===== src/rtl/tpe_pkg.sv =====
// package: widths, reset values and carrier types for the type-c phy attach enable block
package tpe_pkg;

  localparam int unsigned TPE_NUM_ATTACH_PORTS = 3;
  localparam int unsigned TPE_NUM_MUX_PORTS    = 2;
  localparam int unsigned TPE_SYNC_STAGES      = 3;

  localparam logic TPE_POL_RESET  = 1'b0;
  localparam logic TPE_MODE_RESET = 1'b0;
  localparam logic TPE_PHY_RESET  = 1'b0;

  typedef enum logic [0:0] {
    TPE_MODE1 = 1'b0,
    TPE_MODE2 = 1'b1
  } tpe_mode_e;

  // raw pin group as sampled from the board
  typedef struct packed {
    logic [TPE_NUM_ATTACH_PORTS-1:0] attach;
    logic [TPE_NUM_MUX_PORTS-1:0]    orient;
    logic [TPE_NUM_MUX_PORTS-1:0]    mux_a;
    logic [TPE_NUM_MUX_PORTS-1:0]    mux_b;
    logic                            pol;
    logic                            mode;
  } tpe_pins_s;

  localparam int unsigned TPE_PINS_W = $bits(tpe_pins_s);

  // phy power enables per port
  typedef struct packed {
    logic [TPE_NUM_ATTACH_PORTS-1:0] phy_a;
    logic [TPE_NUM_ATTACH_PORTS-1:0] phy_b;
  } tpe_phy_s;

  typedef struct packed {
    tpe_pins_s s1;
    tpe_pins_s s2;
    tpe_pins_s s3;
    tpe_pins_s stable;
    tpe_phy_s  phy;
    tpe_mode_e mode;
  } tpe_state_s;

endpackage


===== src/rtl/tpe_attach_enable.sv =====
// top: powers the superspeed phys of each type-c port from attach and orientation pins in mode 1, or those of ports 0 and 1 from the mux pins in mode 2
`timescale 1ns/1ps

module tpe_attach_enable
  import tpe_pkg::*;
(
  input  wire logic                            sys_clk,
  input  wire logic                            rst_n,
  input  wire logic [TPE_NUM_ATTACH_PORTS-1:0] attach_detect_in,
  input  wire logic [TPE_NUM_MUX_PORTS-1:0]    port_orientation_in,
  input  wire logic [TPE_NUM_MUX_PORTS-1:0]    orient_a_attach_in,
  input  wire logic [TPE_NUM_MUX_PORTS-1:0]    orient_b_attach_in,
  input  wire logic                            input_polarity_sel,
  input  wire logic                            control_mode_sel,
  output logic      [TPE_NUM_ATTACH_PORTS-1:0] phy_a_enable,
  output logic      [TPE_NUM_ATTACH_PORTS-1:0] phy_b_enable,
  output logic                                 mode2_active
);

  tpe_state_s state;
  tpe_state_s next_state;
  tpe_pins_s  raw;
  tpe_pins_s  norm;
  tpe_phy_s   phy_mode1;
  tpe_phy_s   phy_mode2;
  tpe_mode_e  mode_sel;

  // polarity select inverts every attach-type pin; pol and mode pass unchanged
  function automatic tpe_pins_s tpe_normalise(input tpe_pins_s p);
    tpe_pins_s r;
    r = p;
    if (p.pol) begin
      r.attach = ~p.attach;
      r.orient = ~p.orient;
      r.mux_a  = ~p.mux_a;
      r.mux_b  = ~p.mux_b;
    end
    return r;
  endfunction

  // per-bit filter: a bit takes the new level only where the middle and the
  // last stage agree, so a level caught mid-edge never reaches the decoders
  function automatic tpe_pins_s tpe_sync_agree(input tpe_pins_s mid,
                                               input tpe_pins_s late,
                                               input tpe_pins_s held);
    logic [TPE_PINS_W-1:0] agree;
    agree = ~(mid ^ late);
    return tpe_pins_s'((mid & agree) | (held & ~agree));
  endfunction

  // mode 1: attach powers the port, orientation steers between the phys
  function automatic tpe_phy_s tpe_decode_mode1(input tpe_pins_s p);
    tpe_phy_s r;
    r = '0;
    for (int i = 0; i < int'(TPE_NUM_MUX_PORTS); i++) begin
      if (p.attach[i]) begin
        if (p.orient[i]) begin
          r.phy_b[i] = 1'b1;
        end else begin
          r.phy_a[i] = 1'b1;
        end
      end
    end
    // ports without an orientation pin have no flip and power phy a
    for (int i = int'(TPE_NUM_MUX_PORTS); i < int'(TPE_NUM_ATTACH_PORTS); i++) begin
      r.phy_a[i] = p.attach[i];
    end
    return r;
  endfunction

  // mode 2: one attach pin per orientation; ports without mux pins stay off
  function automatic tpe_phy_s tpe_decode_mode2(input tpe_pins_s p);
    tpe_phy_s r;
    r = '0;
    for (int i = 0; i < int'(TPE_NUM_MUX_PORTS); i++) begin
      r.phy_a[i] = p.mux_a[i];
      r.phy_b[i] = p.mux_b[i];
    end
    return r;
  endfunction

  function automatic tpe_mode_e tpe_select_mode(input tpe_pins_s p);
    tpe_mode_e m;
    m = p.mode ? TPE_MODE2 : TPE_MODE1;
    return m;
  endfunction

  always_comb begin
    raw.attach = attach_detect_in;
    raw.orient = port_orientation_in;
    raw.mux_a  = orient_a_attach_in;
    raw.mux_b  = orient_b_attach_in;
    raw.pol    = input_polarity_sel;
    raw.mode   = control_mode_sel;
  end

  assign norm = tpe_normalise(state.stable);

  // both decoders run all the time; the mode only picks one result, which
  // keeps the mux small and leaves the inactive pin set without effect
  assign phy_mode1 = tpe_decode_mode1(norm);
  assign phy_mode2 = tpe_decode_mode2(norm);
  assign mode_sel  = tpe_select_mode(norm);

  always_comb begin
    next_state        = state;
    // three stages; only the first ever sees a pin that may be metastable
    next_state.s1     = raw;
    next_state.s2     = state.s1;
    next_state.s3     = state.s2;
    next_state.stable = tpe_sync_agree(state.s2, state.s3, state.stable);

    next_state.mode = mode_sel;

    case (mode_sel)
      TPE_MODE1: begin
        // mux pins are ignored in this mode
        next_state.phy = phy_mode1;
      end
      TPE_MODE2: begin
        // attach and orientation pins are ignored in this mode
        next_state.phy = phy_mode2;
      end
      default: begin
        next_state.phy = '0;
      end
    endcase
  end

  // reset values match the pulled-down pins: polarity low, mode 1, phys off
  localparam tpe_pins_s PINS_RESET = '{attach: '0, orient: '0, mux_a: '0, mux_b: '0,
                                      pol: TPE_POL_RESET, mode: TPE_MODE_RESET};

  always_ff @(posedge sys_clk or negedge rst_n) begin
    if (!rst_n) begin
      state.s1     <= PINS_RESET;
      state.s2     <= PINS_RESET;
      state.s3     <= PINS_RESET;
      state.stable <= PINS_RESET;
      state.phy    <= '{phy_a: {TPE_NUM_ATTACH_PORTS{TPE_PHY_RESET}},
                        phy_b: {TPE_NUM_ATTACH_PORTS{TPE_PHY_RESET}}};
      state.mode   <= TPE_MODE1;
    end else begin
      state <= next_state;
    end
  end

  assign phy_a_enable = state.phy.phy_a;
  assign phy_b_enable = state.phy.phy_b;
  assign mode2_active = (state.mode == TPE_MODE2);

endmodule


===== config.mk =====
export PLATFORM = sky130hd
export DESIGN_NAME = tpe_attach_enable
export DESIGN_NICKNAME = d
export VERILOG_FILES = /design/src/rtl/tpe_pkg.sv /design/src/rtl/tpe_attach_enable.sv
export SDC_FILE = /design/constraint.sdc
export NUM_CORES = 1
export LEC_CHECK = 0
export ABC_CLOCK_PERIOD_IN_PS = 1400
export BUFFER_PORTS_ARGS = -buffer_cell sky130_fd_sc_hd__buf_4
export CORE_ASPECT_RATIO = 1.25
export CORE_MARGIN = 1.5
export CORE_UTILIZATION = 25
export CTS_CLUSTER_DIAMETER = 60
export DETAILED_ROUTE_END_ITERATION = 8
export SYNTH_ARGS = -nofsm -noshare
export SYNTH_HDL_FRONTEND = slang
export SYNTH_SLANG_ARGS = --single-unit

===== constraint.sdc =====
create_clock -name sys_clk -period 1.4 [get_ports sys_clk]
set_input_delay 0.07 -clock sys_clk [delete_from_list [all_inputs] [get_ports sys_clk]]
set_output_delay 0.07 -clock sys_clk [all_outputs]
set_load 0.01 [all_outputs]

After elaboration in Yosys (flattened, before gate mapping) --
Index checks and enable logic that the tools add are counted.
Word-level totals: register bits after elaboration 51, bits in latches 0, RAM bits 0, bits in read-only memories 0, bits of input ports 13, logic and storage cells 49, memories 0
Operators by class: add/subtract/negate cells 0, multipliers 0, divide/modulo/power cells 0, magnitude comparators 0, equality and inequality tests 0, shift operators 0, multiplexer cells 11, bitwise gates (word level) 11, reductions and logical operators 0
Operators with widths (count):
- bitwise AND 11 bit | 2
- inverter 11 bit | 2
- one-hot mux 6 bit (2 select lines) | 1
- OR 11 bit | 1
- bitwise XOR 11 bit | 1
- two-way mux 1 bit | 9
- two-way mux 9 bit | 1
- inverter 2 bit | 3
- inverter 3 bit | 1
- inverter 1 bit | 1

Logic depth before layout (Yosys ltp) --
word-level depth 5, mapped depth 3, mapped depth without buffers 2

Worst setup path before layout --
Ideal clock, no wire load.
kind register to register, start reg with a tool-made name, end reg state (netlist bit phy_a_enable[1]), library setup time 0.124 ns, arrival time 0.949 ns, data required time 1.276 ns, setup slack 0.327 ns, stages on the path, launching flop included 4, buffers on the path 1, period minus slack after synthesis 1.073 ns, path through dfrtp_1 buf_6 xor2_1 a211o_1
RTL lines:
- end signal: assignment | RTL line tpe_attach_enable.sv:144 | state <= next_state;
- end: declaration | RTL line tpe_attach_enable.sv:20 | tpe_state_s state;

==> impl_metrics.csv <==
group,metric,value,unit
clocking,cts_tree,"done",
floorplanning,start_util,25.8,%
sta,finalClockSkew,0.00997,ns
sta,maxSlewHeadroom,59.6,%
clocking,cts-root-buf,"clkbuf_8",
place,portBuffers,18,
clocking,cts_setup_buffers,0,
logic_synthesis,postSynth.topFlopCell,"dfrtp_1",
logic_synthesis,synthTopCellsByCount,"50 x dfrtp_1, 11 x maj3_1, 6 x buf_4",
setup_path,end_kind,"flip-flop",
logic_synthesis,synth_area,1600,um2
cells_and_area,drive_gt1_share,26.1,%
sta,finalWorstSetupSlack,0.109,ns
place,place_ws,0.120,ns
floorplanning,dieHeight,92.6,um
place,place_area,1790,um2
clocking,clk_latency,0.30,ns
job,cap_viol_max_count,0,
clocking,htreeDepth,2,
logic_synthesis,ys_ff_latch,50,
setup_path,critPathSlowestCell,"dfrtp_1",
setup_path,worstSetupPathType,"reg2reg",
clocking,cts_buffer_depth,2,
route,ant_nets,0,
cells_and_area,syn_to_final_growth,24.4,%
cells_and_area,final_cell_area,2000,um2
cells_and_area,utilization,32.2,%
floorplanning,die_w,74.6,um
outcome,outcome,"completed",
floorplanning,core_area,6210,um2
sta,setup_viol,0,
cells_and_area,nFillCells,622,
setup_path,cp_num_cells,2,
sta,clock.fmax,775,MHz
global_route,antenna_found_initial,0,
global_route,grt_pass1_vias,739,
sta,rsz0062_at_grt,"false",
sta,setup_tns,0,ns
clocking,numCtsBuffers,5,
logic_synthesis,syn_area_per_cell,18.2,um2
logic_synthesis,synthCells,88,
cells_and_area,regArea,1250,um2
route,drt_iter0_drc,67,
sta,period_minus_slack,1.29,ns
global_route,grt_util_all_layers,7.09,%
sta,tightest_slew,0.607,ns
route,wirelength,1980,um
route,post_drt_wl_per_cell,9.71,um
setup_path,critPathMaxStageDelay,0.62,ns
min_path,hp-class,"in2async",
setup_path,crit_fanout,14,
sta,period_share,92.2,%
cells_and_area,antennaDiodeCount,0,
logic_synthesis,yosysTopAreaCell,"dfrtp_1",
setup_path,path_delay_family,"flip-flops",
pwr,ir_worst_vdd,698,uV
cells_and_area,multiInputGateArea,285,um2
floorplanning,die_area,6910,um2
route,drc_errors,0,
setup_path,cp_cell_sequence,"and4bb_2 -> a211o_1",
setup_path,cp-start-kind,"flip-flop",
pwr,power_leakage,0.874,nW
setup_path,crit_required,1.59,ns
pwr,power-per-cell-area,1340,nW/um2
logic_synthesis,synth_cell_types,13,
global_route,grt_max_degree,51,
setup_path,worst-path-buf-inv,0,
route,vias_per_cell,3.68,
sta,hold_violations,0,
logic_synthesis,ys_warn_count,0,
route,dr.pass1.iters,4,
logic_synthesis,yosysTopAreaCellShare,78.0,%
logic_synthesis,postSynth.asyncResetShare,100,%
route,vias,751,
floorplanning,io_pins,20,
logic_synthesis,synthesis.nets,101,
cells_and_area,nets,131,
global_route,gr-total-overflow,0,
sta,drv_slew,0,
floorplanning,num_rows,32,
global_route,grt_pass1_wl,3580,um
logic_synthesis,synth_edf_count,0,
setup_path,arrival,1.48,ns
place,gp_congestion,0.641,
clocking,clkSinkCount,50,
clocking,clk_pin_slew,0.09,ns
logic_synthesis,synthTopCellsByArea,"dfrtp_1 78%, maj3_1 6.9%, buf_4 2.8%, and4bb_2 2.3%, a211o_1 2.2%",
logic_synthesis,seq_area_frac_synth,78.0,%
logic_synthesis,yosysMostFrequentCell,"dfrtp_1",
setup_path,r2r_cells,2,
-- timing repair --
action | CTS | global route
endpoints found under the hold margin | 61 | 0
hold buffers | 12 | 0
resized for setup | 0 | 0
-- path summary, 6_finish.rpt --
check | slack [ns] | startpoint | to
hold / removal | 0.32 | rst_n | next_state[39]
hold reg to reg | 0.35 | next_state[35] | next_state[24]
setup / recovery | 0.11 | flip-flop | phy_b_enable[1]
setup reg to reg | 0.11 | flip-flop | phy_b_enable[1]
max in group asynchronous | 0.66 | rst_n | next_state[37]
min in group sys_clk | 0.35 | next_state[35] | next_state[24]
-- placed cells by master, fill, tap and decap left out --
master	instances
clkinv_4	1
dfrtp_1	50
clkinv_2	1
buf_4	19
clkbuf_8	5
dlygate4sd3_1	12
clkinvlp_4	1
nor2_1	1
nor4b_2	1
maj3_1	11
nor4bb_1	1
and4bb_2	3
xnor2_1	1
conb_1	1
xor2_1	4
a211o_1	4
nor4b_1	3
-- cells by family after synthesis --
kind of cell	count (synthesis)	synth area share, %
flip-flops	50	78.0
adder cells (fa/ha/maj)	11	6.86
AND/OR/NAND/NOR	9	5.77
buffers and inverters	8	4.21
XOR/XNOR	5	2.73
AO/OA/AOI/OAI	4	2.18
other	1	0.234
-- final cells by class --
class,count,area share (%)
well taps,85,5.33
clock buffers,5,3.45
flip-flops and latches,50,62.7
repair buffers,31,13.2
clock inverters,3,1.07
multi-input cells,30,14.3
-- per-stage QoR --
step / power (mW) / hold slack [ns] / std cells
2_1_floorplan: 1.79 / -0.226 / 88
3_3_place_gp: 1.86 / 0.113 / 184
3_5_place_dp: 1.88 / 0.120 / 184
4_1_cts: 2.71 / 0.334 / 204
5_1_grt: 2.80 / 0.355 / 204
6_report: 2.67 / 0.319 / 204
-- power by group --
| group | switching, mW | internal (mW) |
|---|---|---|
| registers | 0.0739 | 1.55 |
| clock network | 0.453 | 0.351 |
| logic | 0.0927 | 0.149 |
-- layer usage --
layer	vias to the layer above	global-route usage, %	share of wire [%]
li1	354	-	-
met2	21	10.2	46
met4	0	3.64	2.2
met1	372	8.68	45
met3	4	3.48	6.8
met5	-	0	0
-- worst register-to-register path, delay by kind of cell (launching register included) --
| family | cells | cell delay, ns |
|---|---|---|
| flip-flops | 1 | 0.62 |
| AND/OR/NAND/NOR | 1 | 0.29 |
| AO/OA/AOI/OAI | 1 | 0.27 |
Power figures use the tool's default switching activity.
